--- config.mk ---
export PLATFORM = sky130hd
export DESIGN_NAME = dss_scanner
export DESIGN_NICKNAME = d
export VERILOG_FILES = /design/src/dss_pkg.sv /design/src/dss_scanner.sv
export SDC_FILE = /design/constraint.sdc
export NUM_CORES = 1
export LEC_CHECK = 0
export BUFFER_PORTS_ARGS = -buffer_cell sky130_fd_sc_hd__buf_2
export CAP_MARGIN = 20
export CORE_MARGIN = 1
export CORE_UTILIZATION = 47
export DETAILED_ROUTE_END_ITERATION = 8
export GPL_TIMING_DRIVEN = 0
export PLACE_DENSITY = 0.72
export SETUP_SLACK_MARGIN = 0.15
export SLEW_MARGIN = 20
export SYNTH_ARGS = -nofsm -noshare
export SYNTH_HDL_FRONTEND = slang
export SYNTH_SLANG_ARGS = --single-unit
--- constraint.sdc ---
create_clock -name mclk -period 1.8 [get_ports mclk]
set_input_delay 0.54 -clock mclk [delete_from_list [all_inputs] [get_ports mclk]]
set_output_delay 0.54 -clock mclk [all_outputs]
set_load 0.005 [all_outputs]
--- src/dss_pkg.sv ---
// package of constants and types for the digit switch scanner
`default_nettype none

package dss_pkg;

  // ----------------------------------------------------------------
  // timing
  // ----------------------------------------------------------------
  localparam int unsigned CLK_PERIOD_NS = 10;
  // one controller scan step
  localparam int unsigned STEP_TIME_NS  = 1000;
  localparam int unsigned STEP_CYCLES   =
    (STEP_TIME_NS + CLK_PERIOD_NS - 1) / CLK_PERIOD_NS;
  localparam int unsigned STEP_CNT_W    = 7;
  localparam logic [STEP_CNT_W-1:0] STEP_LAST =
    STEP_CNT_W'(STEP_CYCLES - 1);
  localparam int unsigned SCAN_STEPS    = 16;
  localparam logic [1:0]  LAST_DIGIT    = 2'h3;

  // ----------------------------------------------------------------
  // register map, byte addresses
  // ----------------------------------------------------------------
  localparam int unsigned ADDR_W      = 8;
  localparam int unsigned DATA_W      = 32;
  localparam logic [7:0] OFS_CTRL     = 8'h00;
  localparam logic [7:0] OFS_DIGITS   = 8'h04;
  localparam logic [7:0] OFS_RESULT0  = 8'h08;
  localparam logic [7:0] OFS_RESULT1  = 8'h0c;
  localparam logic [7:0] OFS_STATUS   = 8'h10;
  localparam logic [7:0] OFS_IRQ_CLR  = 8'h14;
  localparam logic [7:0] OFS_IRQ_EN   = 8'h18;
  localparam logic [7:0] OFS_WORK     = 8'h1c;

  // ----------------------------------------------------------------
  // fields and reset values
  // ----------------------------------------------------------------
  localparam int unsigned CTRL_ENABLE_BIT = 0;
  localparam int unsigned STAT_DONE_BIT   = 0;
  localparam int unsigned STAT_ERR_BIT    = 1;
  localparam int unsigned IN_LOW_LSB      = 0;
  localparam int unsigned IN_HIGH_LSB     = 4;
  localparam logic [15:0] DIGITS_FOUR     = 16'h0000;
  localparam logic [15:0] DIGITS_EIGHT    = 16'h0001;
  localparam logic        CTRL_RST        = 1'b0;
  localparam logic        IRQ_EN_RST      = 1'b0;
  localparam logic [15:0] DIGITS_RST      = DIGITS_FOUR;
  localparam logic [15:0] RESULT_RST      = 16'h0000;

  // ----------------------------------------------------------------
  // types
  // ----------------------------------------------------------------
  typedef enum logic [1:0] {
    PH_SELECT,
    PH_STROBE,
    PH_SAMPLE,
    PH_RELEASE
  } dss_phase_t;

  typedef struct packed {
    logic [ADDR_W-1:0] addr;
    logic [DATA_W-1:0] wdata;
    logic              wr;
    logic              rd;
  } dss_bus_req_t;

  // output word: bits 00-03 digit selects, 04 read strobe, 05 round flag
  typedef struct packed {
    logic [1:0] spare;
    logic       round;
    logic       rd;
    logic [3:0] cs;
  } dss_out_word_t;

endpackage

`default_nettype wire

--- src/dss_scanner.sv ---
// digit switch scanner: select/strobe drive, nibble capture, registers
//
// Summary of operation
// - control lines on output bits 00 to 04
// - count 0000 hex four digits, 0001 eight
// - four digits in word one, eight span two
// - full read every 16 steps, then restart
// - round flag bit 05 once per scan
// - sample eight data lines from input word
// - fresh start always begins at first step
`default_nettype none

module dss_scanner (
  input  wire logic                  mclk,
  input  wire logic                  rst_b,
  input  wire dss_pkg::dss_bus_req_t bus_req,
  output logic [dss_pkg::DATA_W-1:0] bus_rdata,
  input  wire logic [7:0]            switch_data_lines,
  output dss_pkg::dss_out_word_t     ctrl_word,
  output logic                       irq,
  output logic                       error_flag
);
  import dss_pkg::*;

  // ----------------------------------------------------------------
  // declarations
  // ----------------------------------------------------------------
  logic                  scan_enable;
  logic                  scan_enable_q;
  logic [15:0]           digit_count_select;
  logic [15:0]           result_lo;
  logic [15:0]           result_hi;
  logic [15:0]           shadow_lo;
  logic [15:0]           shadow_hi;
  logic [STEP_CNT_W-1:0] step_cnt;
  dss_phase_t            phase;
  logic [1:0]            digit;
  logic                  round_active;
  logic                  irq_status;
  logic                  irq_enable;
  logic                  step_tick;
  logic                  fresh;
  logic                  running;
  logic                  last_step;
  logic                  eight_mode;
  logic [3:0]            scan_work_word;
  dss_out_word_t         next_ctrl_word;
  logic [DATA_W-1:0]     next_rdata;

  // ----------------------------------------------------------------
  // decode helpers
  // ----------------------------------------------------------------
  function automatic logic hit(input logic [ADDR_W-1:0] a,
                               input logic [ADDR_W-1:0] ofs);
    hit = (a == ofs);
  endfunction

  assign fresh          = scan_enable & ~scan_enable_q;
  assign running        = scan_enable & ~fresh;
  assign step_tick      = running && (step_cnt == STEP_LAST);
  assign last_step      = step_tick && phase == PH_RELEASE &&
                          digit == LAST_DIGIT;
  assign eight_mode     = (digit_count_select == DIGITS_EIGHT);
  assign scan_work_word = {digit, phase};

  // ----------------------------------------------------------------
  // register writes
  // ----------------------------------------------------------------
  always_ff @(posedge mclk) begin
    if (!rst_b) begin
      scan_enable <= CTRL_RST;
    end else if (bus_req.wr && hit(bus_req.addr, OFS_CTRL)) begin
      scan_enable <= bus_req.wdata[CTRL_ENABLE_BIT];
    end
  end

  always_ff @(posedge mclk) begin
    if (!rst_b) begin
      digit_count_select <= DIGITS_RST;
    end else if (bus_req.wr && hit(bus_req.addr, OFS_DIGITS)) begin
      digit_count_select <= bus_req.wdata[15:0];
    end
  end

  always_ff @(posedge mclk) begin
    if (!rst_b) begin
      irq_enable <= IRQ_EN_RST;
    end else if (bus_req.wr && hit(bus_req.addr, OFS_IRQ_EN)) begin
      irq_enable <= bus_req.wdata[STAT_DONE_BIT];
    end
  end

  // edge detect of enable, so a fresh start is seen
  always_ff @(posedge mclk) begin
    if (!rst_b) begin
      scan_enable_q <= CTRL_RST;
    end else begin
      scan_enable_q <= scan_enable;
    end
  end

  // ----------------------------------------------------------------
  // step timer
  // ----------------------------------------------------------------
  always_ff @(posedge mclk) begin
    if (!rst_b) begin
      step_cnt <= '0;
    end else if (!running) begin
      step_cnt <= '0;
    end else if (step_tick) begin
      step_cnt <= '0;
    end else begin
      step_cnt <= step_cnt + STEP_CNT_W'(1);
    end
  end

  // ----------------------------------------------------------------
  // scan sequencer: four phases per digit, four digits per scan
  // ----------------------------------------------------------------
  always_ff @(posedge mclk) begin
    if (!rst_b) begin
      phase <= PH_SELECT;
      digit <= 2'h0;
    end else if (!running) begin
      // a new start never resumes a stopped scan
      phase <= PH_SELECT;
      digit <= 2'h0;
    end else if (step_tick) begin
      case (phase)
        PH_SELECT: begin
          phase <= PH_STROBE;
        end
        PH_STROBE: begin
          phase <= PH_SAMPLE;
        end
        PH_SAMPLE: begin
          phase <= PH_RELEASE;
        end
        default: begin
          phase <= PH_SELECT;
          digit <= digit + 2'h1;
        end
      endcase
    end
  end

  // ----------------------------------------------------------------
  // nibble capture
  // ----------------------------------------------------------------
  // sampled at the end of the strobe so the switch has settled
  always_ff @(posedge mclk) begin
    if (!rst_b) begin
      shadow_lo <= RESULT_RST;
      shadow_hi <= RESULT_RST;
    end else if (step_tick && phase == PH_SAMPLE) begin
      shadow_lo[digit*4 +: 4] <=
        switch_data_lines[IN_LOW_LSB +: 4];
      shadow_hi[digit*4 +: 4] <= switch_data_lines[IN_HIGH_LSB +: 4];
    end
  end

  // results change only on whole scans, never half-updated
  always_ff @(posedge mclk) begin
    if (!rst_b) begin
      result_lo <= RESULT_RST;
      result_hi <= RESULT_RST;
    end else if (last_step) begin
      result_lo <= shadow_lo;
      if (eight_mode) begin
        result_hi <= shadow_hi;
      end
    end
  end

  // ----------------------------------------------------------------
  // round flag and output word
  // ----------------------------------------------------------------
  always_ff @(posedge mclk) begin
    if (!rst_b) begin
      round_active <= 1'b0;
    end else if (!running) begin
      round_active <= 1'b0;
    end else if (last_step) begin
      round_active <= 1'b1;
    end else if (step_tick) begin
      round_active <= 1'b0;
    end
  end

  always_comb begin
    next_ctrl_word = '0;
    if (running) begin
      if (phase != PH_RELEASE) begin
        next_ctrl_word.cs = 4'h1 << digit;
      end
      next_ctrl_word.rd    = (phase == PH_STROBE) ||
                             (phase == PH_SAMPLE);
      next_ctrl_word.round = round_active;
    end
  end

  always_ff @(posedge mclk) begin
    if (!rst_b) begin
      ctrl_word <= '0;
    end else begin
      ctrl_word <= next_ctrl_word;
    end
  end

  // ----------------------------------------------------------------
  // interrupt
  // ----------------------------------------------------------------
  // set beats a clear written in the same cycle
  always_ff @(posedge mclk) begin
    if (!rst_b) begin
      irq_status <= 1'b0;
    end else if (last_step) begin
      irq_status <= 1'b1;
    end else if (bus_req.wr && hit(bus_req.addr, OFS_IRQ_CLR) &&
                 bus_req.wdata[STAT_DONE_BIT]) begin
      irq_status <= 1'b0;
    end
  end

  always_ff @(posedge mclk) begin
    if (!rst_b) begin
      irq <= 1'b0;
    end else begin
      irq <= irq_status & irq_enable;
    end
  end

  // no fault case exists for this scanner; kept for software
  always_ff @(posedge mclk) begin
    if (!rst_b) begin
      error_flag <= 1'b0;
    end else begin
      error_flag <= 1'b0;
    end
  end

  // ----------------------------------------------------------------
  // read path
  // ----------------------------------------------------------------
  always_comb begin
    next_rdata = '0;
    if (!bus_req.rd) begin
      next_rdata = '0;
    end else if (hit(bus_req.addr, OFS_CTRL)) begin
      next_rdata[CTRL_ENABLE_BIT] = scan_enable;
    end else if (hit(bus_req.addr, OFS_DIGITS)) begin
      next_rdata[15:0] = digit_count_select;
    end else if (hit(bus_req.addr, OFS_RESULT0)) begin
      next_rdata[15:0] = result_lo;
    end else if (hit(bus_req.addr, OFS_RESULT1)) begin
      next_rdata[15:0] = result_hi;
    end else if (hit(bus_req.addr, OFS_STATUS)) begin
      next_rdata[STAT_DONE_BIT] = irq_status;
      next_rdata[STAT_ERR_BIT]  = error_flag;
    end else if (hit(bus_req.addr, OFS_IRQ_EN)) begin
      next_rdata[STAT_DONE_BIT] = irq_enable;
    end else if (hit(bus_req.addr, OFS_WORK)) begin
      // read only; the scan state cannot be disturbed from software
      next_rdata[3:0] = scan_work_word;
    end
  end

  always_ff @(posedge mclk) begin
    if (!rst_b) begin
      bus_rdata <= '0;
    end else begin
      bus_rdata <= next_rdata;
    end
  end

  // ----------------------------------------------------------------
  // assertions
  // ----------------------------------------------------------------
  property p_ctrl_bits;
    @(posedge mclk) disable iff (!rst_b)
      ctrl_word.spare == 2'h0 && $countones(ctrl_word.cs) <= 1;
  endproperty
  a_ctrl_bits: assert property (p_ctrl_bits)
    else $error("output word drives bits above 05 or two selects");

  property p_eight_hi;
    @(posedge mclk) disable iff (!rst_b)
      last_step && eight_mode |=> result_hi == $past(shadow_hi);
  endproperty
  a_eight_hi: assert property (p_eight_hi)
    else $error("eight digit scan did not fill second result word");

  property p_four_hi;
    @(posedge mclk) disable iff (!rst_b)
      last_step && !eight_mode |=> $stable(result_hi);
  endproperty
  a_four_hi: assert property (p_four_hi)
    else $error("four digit scan changed second result word");

  property p_wrap;
    @(posedge mclk) disable iff (!rst_b)
      last_step && scan_enable |=>
        phase == PH_SELECT && digit == 2'h0 && step_cnt == '0;
  endproperty
  a_wrap: assert property (p_wrap)
    else $error("scan did not restart after sixteenth step");

  property p_round;
    @(posedge mclk) disable iff (!rst_b)
      last_step && scan_enable |=> ##1 ctrl_word.round && digit == 2'h0;
  endproperty
  a_round: assert property (p_round)
    else $error("round flag missing after completed scan");

  property p_round_only;
    @(posedge mclk) disable iff (!rst_b)
      ctrl_word.round |-> $past(phase) == PH_SELECT &&
                          $past(digit) == 2'h0;
  endproperty
  a_round_only: assert property (p_round_only)
    else $error("round flag outside first step of scan");

  property p_sample;
    @(posedge mclk) disable iff (!rst_b)
      step_tick && phase == PH_SAMPLE |=>
        shadow_lo[$past(digit)*4 +: 4] ==
          $past(switch_data_lines[3:0]);
  endproperty
  a_sample: assert property (p_sample)
    else $error("data lines not captured into digit position");

  property p_fresh;
    @(posedge mclk) disable iff (!rst_b)
      fresh |=> phase == PH_SELECT && digit == 2'h0 &&
                step_cnt == '0;
  endproperty
  a_fresh: assert property (p_fresh)
    else $error("fresh start did not begin at the first step");

  property p_strobe_sel;
    @(posedge mclk) disable iff (!rst_b)
      ctrl_word.rd |-> $onehot(ctrl_word.cs) &&
                       ctrl_word.cs == 4'h1 << $past(digit);
  endproperty
  a_strobe_sel: assert property (p_strobe_sel)
    else $error("read strobe without the matching digit select");

  property p_irq;
    @(posedge mclk) disable iff (!rst_b)
      irq_status && irq_enable |=> irq;
  endproperty
  a_irq: assert property (p_irq)
    else $error("enabled status did not raise interrupt");

  c_four: cover property (@(posedge mclk) disable iff (!rst_b)
    last_step && !eight_mode);
  c_eight: cover property (@(posedge mclk) disable iff (!rst_b)
    last_step && eight_mode);
  c_irq: cover property (@(posedge mclk) disable iff (!rst_b)
    $rose(irq));
  c_restart: cover property (@(posedge mclk) disable iff (!rst_b)
    fresh && scan_enable_q == 1'b0 && digit == 2'h0);

endmodule

`default_nettype wire

==> flow_metrics.env, run 1 <==
export IMPL_wl_per_cell_um=15.9
export IMPL_grt_pass1_vias=4005
export IMPL_overflow=0
export IMPL_max_cap_violations=0
export IMPL_vias_per_cell=5.24
export IMPL_vias=4196
export IMPL_min_period_ps=1790
export IMPL_antenna_cells=0
export IMPL_nFillCells=811
export IMPL_cts_buffers=17
export IMPL_multi_input_area_um2=2700
export IMPL_rsz0062_at_grt="true"
export IMPL_clkSlewWorstSetupHoldPaths_ps=60
export IMPL_ys_types=41
export IMPL_pre_cts_ws_ps=-515
export IMPL_die_area_um2=11300
export IMPL_path_max_fanout=5
export IMPL_antenna_left=0
export IMPL_route_detailed_drc=0
export IMPL_cts_max_level=4
export IMPL_hold_class="in -> reg"
export IMPL_synth_warnings=0
export IMPL_hold_ws_ps=270
export IMPL_worst_endpoint_arrival_ps=2210
export IMPL_syn_area_um2=5130
export IMPL_final_setup_worst_slack_ps=12.5
export IMPL_root_buffer="clkbuf_8"
export IMPL_syn_inst=533
export IMPL_setup_viol=0
export IMPL_skew_ps=7.46
export IMPL_ys_seq_elements=119
export IMPL_leakage_nw=3.06
export IMPL_core_um2=10500
export IMPL_cts_tree="built"
export IMPL_min_path_cells=3
export IMPL_firstDrtPassIters=5
export IMPL_clk_latency_ps=530
export IMPL_die_w_um=106
export IMPL_startpoint_type="flop"
export IMPL_slew_violations=0
export IMPL_endpoint_kind="flop"
export IMPL_post_synth_cell_area_avg_um2=9.62
export IMPL_crit_required_ps=2220
export IMPL_path_class="reg -> reg"
export IMPL_hold_buffers=0
export IMPL_antenna_found_initial=0
export IMPL_die_h_um=106
export IMPL_p_per_area_nw_per_um2=916
export IMPL_rows=37
export IMPL_drive_gt1_share_pct=27.8
export IMPL_dpl_hpwl_um=8820
export IMPL_ys_seq_area_share_pct=46.5
export IMPL_peakVddDrop_v=0.000598
export IMPL_wirelength_um=12700
export IMPL_final_nets=715
export IMPL_reg2reg_depth=9
export IMPL_drt_iter0_markers=218
export IMPL_max_freq_ghz=0.559
export IMPL_finalCritPeriodShare_pct=99.3
export IMPL_grt_first_pass_wirelength_um=19700
export IMPL_floorplan_initialDensity_pct=49.0
export IMPL_area_delta_synth_final_pct=32.8
export IMPL_final_cell_mix="dfxtp_1, mux2i_1, buf_2"
export IMPL_hold_viol=0
export IMPL_cts_sinks=119
export IMPL_final_util_pct=65.1
export IMPL_gp_congestion=0.835
export IMPL_grt_start_max_net_pins=17
export IMPL_final_common_cell="dfxtp_1"
export IMPL_status="completed"
export IMPL_ios=94
export IMPL_seqCellArea_um2=2390
export IMPL_clock_path_buffers=2
export IMPL_grt_total_usage_pct=22.9
export IMPL_io_buffer_count=58
-- per-stage QoR --
step	power, mW	instance area (um2)	setup TNS (ps)	std cells
2_1_floorplan	2.83	5340	-70.1	551
3_3_place_gp	2.93	5800	-20080	745
3_5_place_dp	2.93	5800	-23230	745
4_1_cts	6.25	6610	0	788
5_1_grt	6.41	6810	-204	801
6_report	6.24	6810	0	801
-- report_power, final --
group / internal (mW) / switching, mW
sequential: 2.63 / 0.000542
combinational: 0.0993 / 0.150
clock: 2.11 / 1.25
-- cell type report --
cell class	instances	share of cell area [%]
repair buffers	83	8.52
flip-flops and latches	119	35.1
multi-input cells	377	39.7
clock buffers	17	6.08
plain buffers	47	4.98
clock inverters	14	2.55
well taps	136	2.50
inverters	8	0.569
-- worst max-delay path, cell delays in order, from the launching register on --
cell and delay, ps:
dfxtp_2 350, ha_4 130, and4b_2 250, and4_1 190
buf_6 100, buf_4 110, buf_6 120, buf_12 120
mux2i_4 220, nor2b_1 70
-- sequential cells by signal, summed over array words and instances, names as in the netlist, 2 cells and up --
| signal | count |
|---|---|
| bus_rdata | 16 |
| ctrl_word | 6 |
| digit | 2 |
| digit_count_select | 16 |
| phase | 2 |
| result_hi | 16 |
| result_lo | 16 |
| shadow_hi | 16 |
| shadow_lo | 16 |
| step_cnt | 7 |
-- synthesized netlist by cell type --
master,instances,area share (%)
nor4b_2,1,0.29
a22o_1,3,0.51
nand3_1,42,4.1
o31ai_1,1,0.15
o22ai_1,1,0.12
mux2_1,2,0.44
buf_4,21,3.1
mux2i_1,83,16
buf_2,3,0.29
or3_4,1,0.22
and2_1,6,0.73
nand2b_1,3,0.37
and4b_1,4,0.78
o22a_1,1,0.17
a32o_1,2,0.39
buf_6,2,0.44
nor3b_1,3,0.44
nor4_4,1,0.41
nor2_1,38,2.8
and4_1,2,0.34
a21o_1,7,1.0
nor2b_1,35,4.3
inv_2,2,0.15
and3_1,3,0.37
nor3_1,9,0.88
nand4_1,5,0.61
dfxtp_1,119,46
nor4_1,9,1.1
inv_1,6,0.44
xnor2_1,4,0.68
a21oi_1,8,0.78
ha_1,10,2.4
conb_1,1,0.073
a221oi_1,1,0.17
clkbuf_1,21,1.5
nand2_1,56,4.1
a22oi_1,3,0.44
xor2_1,2,0.34
and4bb_1,1,0.24
o21ai_0,7,0.68
nor4_2,4,0.98
-- cells by family after synthesis --
kind of cell,count (synthesis),synth area share (%)
muxes,85,16.6
adders and majority gates,10,2.44
buffers and inverters,55,5.93
other,1,0.0731
AOI/OAI and AO/OA,34,4.44
xor gates and xnor gates,6,1.02
and+or+nand+nor,223,23.0
DFF,119,46.5
-- path summary, 6_finish.rpt --
check             slack [ps]                     to    startpoint
hold reg to reg          470           shadow_lo[5]  shadow_lo[5]
setup / recovery          10          result_lo[14]   step_cnt[1]
setup reg to reg          10          result_lo[14]   step_cnt[1]
hold / removal           270  digit_count_select[4]    bus_req[6]
-- what timing repair did --
item | CTS | global route
cloned | 1 | 1
setup buffers | 11 | 12
resized for setup | 21 | 27
setup endpoints to repair | 58 | 73
pin swaps | 3 | 6
-- routing by layer --
metal  wire length, um  global-route usage [%]
met1              5620                    28.0
met2              6160                    38.3
met3               679                    5.27
met4               263                    10.6
met5                 0                       0
Note: power is estimated with default switching activity, not from simulation.
==> inputs of run 2 (changes only) <==
Settings changed: ABC_AREA set to 1.
==> run 2 against run 1 <==
  * The run now ends with design-rule violations left
  * Area after synthesis grew 1.8%
  * First-iteration DRC count up 50%
  * Hold slack worse by 22 ps
  * Global-route usage rose by 0.48 points
  * Wire length rose by 11%
  * Non-clock buffer count shrank 6
  * Synthesized cell count rose by 34%
  * Clock skew increased by 8.2 ps
  * Combinational power down 6%
  * Via count grew 19%
  * Clock power fell by 2%
  * Critical endpoint is now shadow_hi[5]
  * Largest cell class unchanged
  * Highest routed layer unchanged
==> flow_metrics.env, run 2 <==
export IMPL_hold_class="in -> reg"
export IMPL_setup_viol=0
export IMPL_route_detailed_drc=1
export IMPL_wirelength_um=14100
export IMPL_dpl_cell_count=932
export IMPL_core_um2=10800
export IMPL_endpoint_kind="flop"
export IMPL_synth_edf_count=0
export IMPL_grt_total_usage_pct=23.4
export IMPL_die_h_um=107
export IMPL_hold_viol=0
export IMPL_synth_top_area_share_pct=45.6
export IMPL_seqPwrFrac_pct=42.7
export IMPL_skew_ps=15.6
export IMPL_post_synth_cell_area_avg_um2=7.29
export IMPL_ys_seq_elements=119
export IMPL_path_class="reg -> reg"
export IMPL_root_buffer="clkbuf_8"
export IMPL_status="finished, violations left"
export IMPL_synth_area_leader_cell="dfxtp_1"
export IMPL_die_w_um=107
export IMPL_hold_ws_ps=248
export IMPL_wl_per_cell_um=14.4
export IMPL_final_cells=979
export IMPL_syn_inst=716
export IMPL_cts_max_level=4
export IMPL_path_cells="inv_8, buf_8, ha_4, buf_8, inv_8, nor4_4, o21ai_1, nor2_1"
export IMPL_die_area_um2=11500
export IMPL_gp_congestion=0.874
export IMPL_drt_iter0_markers=326
export IMPL_synth_area_leaders="dfxtp_1, nor2_1, o21ai_0, nand2_1, inv_1"
export IMPL_synth_most_common_cell="nor2_1"
export IMPL_final_cell_mix="nor2_1, dfxtp_1, nand2_1"
export IMPL_crit_required_ps=2250
export IMPL_firstDrtPassIters=7
export IMPL_slew_violations=0
export IMPL_peakVddDrop_v=0.000529
export IMPL_p_comb_share_pct=3.8
export IMPL_antenna_found_initial=0
export IMPL_floorplan_initialDensity_pct=48.1
export IMPL_final_common_cell="nor2_1"
export IMPL_cp_slowest_stage_delay_ps=380
export IMPL_critPathSlowestCell="dfxtp_4"
export IMPL_startpoint_type="flop"
export IMPL_worst_endpoint_arrival_ps=2150
export IMPL_rows=38
export IMPL_dpl_hpwl_um=9320
export IMPL_clkSlewWorstSetupHoldPaths_ps=60
export IMPL_total_power_mw=6.16
export IMPL_p_per_area_nw_per_um2=893
export IMPL_cts_sinks=119
export IMPL_synthTopCellsByCount="nor2_1, dfxtp_1, nand2_1"
export IMPL_overflow=0
export IMPL_syn_area_um2=5220
export IMPL_rsz0062_at_grt="true"
export IMPL_area_delta_synth_final_pct=32.2
export IMPL_ys_flop_type="dfxtp_1"
export IMPL_antenna_cells=0
export IMPL_max_cap_violations=0
export IMPL_power_internal_mw=4.81
export IMPL_antenna_left=0
export IMPL_swShare_pct=22.0
export IMPL_synth_warnings=0
export IMPL_final_nets=888
export IMPL_vias_per_cell=5.11
export IMPL_min_period_ps=1700
export IMPL_path_max_fanout=9
export IMPL_io_buffer_count=58
export IMPL_cts_tree="built"
export IMPL_finalCritPeriodShare_pct=94.5
export IMPL_grt_pass1_vias=4533
export IMPL_ys_types=38
export IMPL_grt_first_pass_wirelength_um=21100
export IMPL_violations="design-rule violations"
export IMPL_clock_path_buffers=2
export IMPL_reg2reg_slack_ps=100
export IMPL_vias=4998
export IMPL_drive_gt1_share_pct=25.6
export IMPL_max_freq_ghz=0.588
export IMPL_pre_cts_ws_ps=-122
export IMPL_ios=94
export IMPL_grt_start_max_net_pins=17
export IMPL_ys_seq_area_share_pct=45.6
export IMPL_final_setup_worst_slack_ps=99.2
export IMPL_switchingPower_mw=1.36
export IMPL_cts_buffers=17
export IMPL_clk_latency_ps=520
export IMPL_leakage_nw=3.13
export IMPL_clock_power_share_pct=53.5
export IMPL_async_flop_share_pct=0
==> run 2: logic make-up after synthesis <==
group	synth area share, %
adders and majority gates	2.40
and+or+nand+nor	27.5
DFF	45.6
buffers and inverters	11.7
other	0.0719
xor gates and xnor gates	0.168
AOI/OAI and AO/OA	12.6
==> run 2: cell type report <==
type | count | area (um2)
Multi-Input combinational cell | 485 | 2600
Fill cell | 912 | 3940
Inverter | 79 | 332
Tap cell | 140 | 175
Buffer | 51 | 384
Clock buffer | 22 | 463
Clock inverter | 10 | 121
Timing Repair Buffer | 73 | 435
Sequential cell | 119 | 2390
==> run 2: through the flow <==
stage                     TNS, ps  utilization, %  instance area [um2]
final                           0            63.7                 6900
after global routing            0            63.7                 6900
after CTS                       0            60.5                 6560
after detailed placement    -2440            53.3                 5770
after global placement      -1100            53.3                 5770
after floorplan                 0               -                 5310
==> run 2: worst paths after layout <==
check,depth (start not counted),to,startpoint
setup reg to reg,8,shadow_hi[5],digit[0]
hold / removal,3,digit_count_select[10],bus_req[12]
hold reg to reg,2,ctrl_word[5],round_active
setup / recovery,8,shadow_hi[5],digit[0]
==> run 2: layer usage <==
metal  global-route usage (%)  vias up  routed length, um
met4                     9.69        0                433
met5                        0        -                  0
met3                     4.96       42                812
li1                         -     2497                  -
met2                     39.3      200               6610
met1                     29.1     2259               6230
==> run 2: power by group through the flow <==
stage                     Sequential (mW)  Clock (mW)  Combinational, mW
after floorplan                      2.69           0              0.133
after global placement               2.69           0              0.206
after detailed placement             2.69           0              0.208
after CTS                            2.64        3.30              0.214
after global routing                 2.63        3.43              0.255
final                                2.64        3.30              0.233
==> run 2: what timing repair did <==
item / 4_1_cts / 5_1_grt
setup endpoints to repair: 51 / 59
setup buffers: 6 / 6
pin swaps: 6 / 8
hold buffers: 0 / 0
gates resized for setup: 42 / 64
cloned: 1 / 2
==> run 2: worst max-delay path, delay by kind of cell, from the launching register on <==
| kind | cells | cell delay [ps] |
|---|---|---|
| and+or+nand+nor | 2 | 400 |
| AOI/OAI and AO/OA | 1 | 150 |
| adders and majority gates | 1 | 280 |
| DFF | 1 | 380 |
| buffers and inverters | 4 | 400 |
==> inputs of run 3 (changes only) <==
Settings changed: SETUP_SLACK_MARGIN 0.15 to not set, SLEW_MARGIN 20 to not set.
==> run 3 against run 2 <==
  * The flow finishes with violations (design-rule violations, negative setup slack)
  * Final cell count down 1.2%
  * Final area down 5.1%
  * Critical endpoint is now shadow_hi[9]
  * Hold slack worse by 2.2 ps
  * Wire length down 6.1%
==> flow_metrics.env, run 3 (synthesis gave the netlist of run 2 again) <==
export IMPL_status="finished, violations left"
export IMPL_violations="design-rule violations, negative setup slack"
export IMPL_dpl_hpwl_um=9350
export IMPL_drive_gt1_share_pct=22.4
export IMPL_final_nets=877
export IMPL_min_period_ps=1840
export IMPL_switchingPower_mw=1.29
export IMPL_cts_tree="built"
export IMPL_clock_path_buffers=2
export IMPL_vias=4889
export IMPL_wl_per_cell_um=13.7
export IMPL_cts_sinks=119
export IMPL_vias_per_cell=5.06
export IMPL_antenna_found_initial=0
export IMPL_fin_setup_tns_ps=-41.4
export IMPL_die_w_um=107
export IMPL_hold_class="in -> reg"
export IMPL_grt_total_usage_pct=23.7
export IMPL_grt_first_pass_wirelength_um=21100
export IMPL_crit_required_ps=2250
export IMPL_final_common_cell="nor2_1"
export IMPL_wirelength_um=13200
export IMPL_skew_ps=8.02
export IMPL_area_delta_synth_final_pct=25.5
export IMPL_max_cap_violations=0
export IMPL_antenna_left=0
export IMPL_final_cell_mix="nor2_1, dfxtp_1, nand2_1"
export IMPL_dpl_cell_count=932
export IMPL_route_detailed_drc=1
export IMPL_finalCritPeriodShare_pct=102
export IMPL_clock_power_share_pct=52.3
export IMPL_hold_viol=0
export IMPL_startpoint_type="flop"
export IMPL_peakVddDrop_v=0.000584
export IMPL_hold_buffers=0
export IMPL_cts_max_level=4
export IMPL_gp_congestion=0.879
export IMPL_endpoint_kind="flop"
export IMPL_ios=94
export IMPL_reg2reg_slack_ps=-40
export IMPL_power_internal_mw=4.71
export IMPL_swShare_pct=21.5
export IMPL_grt_pass1_vias=4509
export IMPL_die_area_um2=11500
export IMPL_min_to="digit_count_select[10]"
export IMPL_antenna_cells=0
export IMPL_slew_violations=0
export IMPL_root_buffer="clkbuf_8"
export IMPL_reg2reg_depth=9
export IMPL_hold_ws_ps=245
export IMPL_floorplan_initialDensity_pct=48.1
export IMPL_setup_viol=1
export IMPL_p_per_area_nw_per_um2=916
export IMPL_worst_endpoint_arrival_ps=2290
export IMPL_r2r_start="digit[0]"
export IMPL_min_path_cells=3
export IMPL_path_max_fanout=12
export IMPL_reg2reg_to="shadow_hi[9]"
export IMPL_final_setup_worst_slack_ps=-41.4
export IMPL_worstHoldStart="bus_req[12]"
export IMPL_rows=38
export IMPL_seqPwrFrac_pct=44.0
export IMPL_clkSlewWorstSetupHoldPaths_ps=60
export IMPL_cts_buffers=17
export IMPL_max_freq_ghz=0.543
export IMPL_final_cells=967
export IMPL_path_class="reg -> reg"
export IMPL_p_comb_share_pct=3.7
export IMPL_leakage_nw=3.00
export IMPL_drt_iter0_markers=310
export IMPL_firstDrtPassIters=7
export IMPL_core_um2=10800
export IMPL_clk_latency_ps=520
export IMPL_io_buffer_count=58
export IMPL_grt_start_max_net_pins=17
export IMPL_overflow=0
export IMPL_die_h_um=107
-- run 3: cell count changes in the layout (fill, tap and decap cells not counted), moves of 5 or more --
| cell | previous run | this run |
|---|---|---|
| nor2_2 | 9 | 4 |
| o21ai_1 | 25 | 14 |
| o21ai_0 | 44 | 59 |
| nor2_1 | 172 | 177 |
| nor4_4 | 8 | 3 |
| buf_4 | 33 | 28 |
-- run 3: layout make-up --
class | count | area (um2)
plain buffers | 50 | 347
flip-flops and latches | 119 | 2390
well taps | 140 | 175
repair buffers | 63 | 325
multi-input cells | 485 | 2450
inverters | 79 | 315
fillers | 988 | 4290
clock buffers | 22 | 443
clock inverters | 9 | 103
-- run 3: power groups by stage --
stage	logic, mW	clock network [mW]	registers (mW)
after floorplan	0.132	0	2.69
after global routing	0.245	3.28	2.63
after global placement	0.204	0	2.69
final	0.222	3.14	2.64
after detailed placement	0.209	0	2.69
after CTS	0.212	3.16	2.64
-- run 3: worst max path at each step --
stage / start / endpoint / slack [ps] / cells after the start
global route: digit[0] / shadow_hi[9] / -110 / 9
CTS: digit[0] / shadow_lo[4] / -1 / 7
floorplan: digit[0] / shadow_hi[10] / 5 / 9
global placement: digit[0] / shadow_hi[8] / -270 / 9
finish: digit[0] / shadow_hi[9] / -40 / 9
detailed placement: digit[0] / shadow_hi[8] / -310 / 9
-- run 3: critical path, stage by stage, from the launching register on --
cell and delay, ps:
dfxtp_4 390, inv_8 60, buf_8 150, ha_4 270, buf_6 130, inv_8 60, buf_8 150, nor4_1 340
o21ai_1 130, nor2_1 100
-- run 3: through the flow --
step | cell area, um2 | utilization (%) | total power, mW | setup slack [ps]
4_1_cts | 6380 | 58.8 | 6.01 | -1.18
3_3_place_gp | 5760 | 53.1 | 2.90 | -273
5_1_grt | 6550 | 60.4 | 6.16 | -110
3_5_place_dp | 5760 | 53.1 | 2.90 | -309
2_1_floorplan | 5290 | - | 2.83 | 5.36
6_report | 6550 | 60.4 | 5.99 | -41.4
-- run 3: metal layers --
layer | share of wire, % | global-route usage [%] | up-vias
met3 | 6.2 | 5.75 | 36
met4 | 3.2 | 11.7 | 0
met5 | 0 | 0 | -
li1 | - | - | 2473
met2 | 46 | 38.9 | 184
met1 | 45 | 28.8 | 2196
-- run 3: timing repair --
action / 4_1_cts / 5_1_grt
setup buffers: 2 / 2
pin swaps: 1 / 3
setup endpoints to repair: 30 / 53
gates resized for setup: 19 / 45
gates cloned: 0 / 1
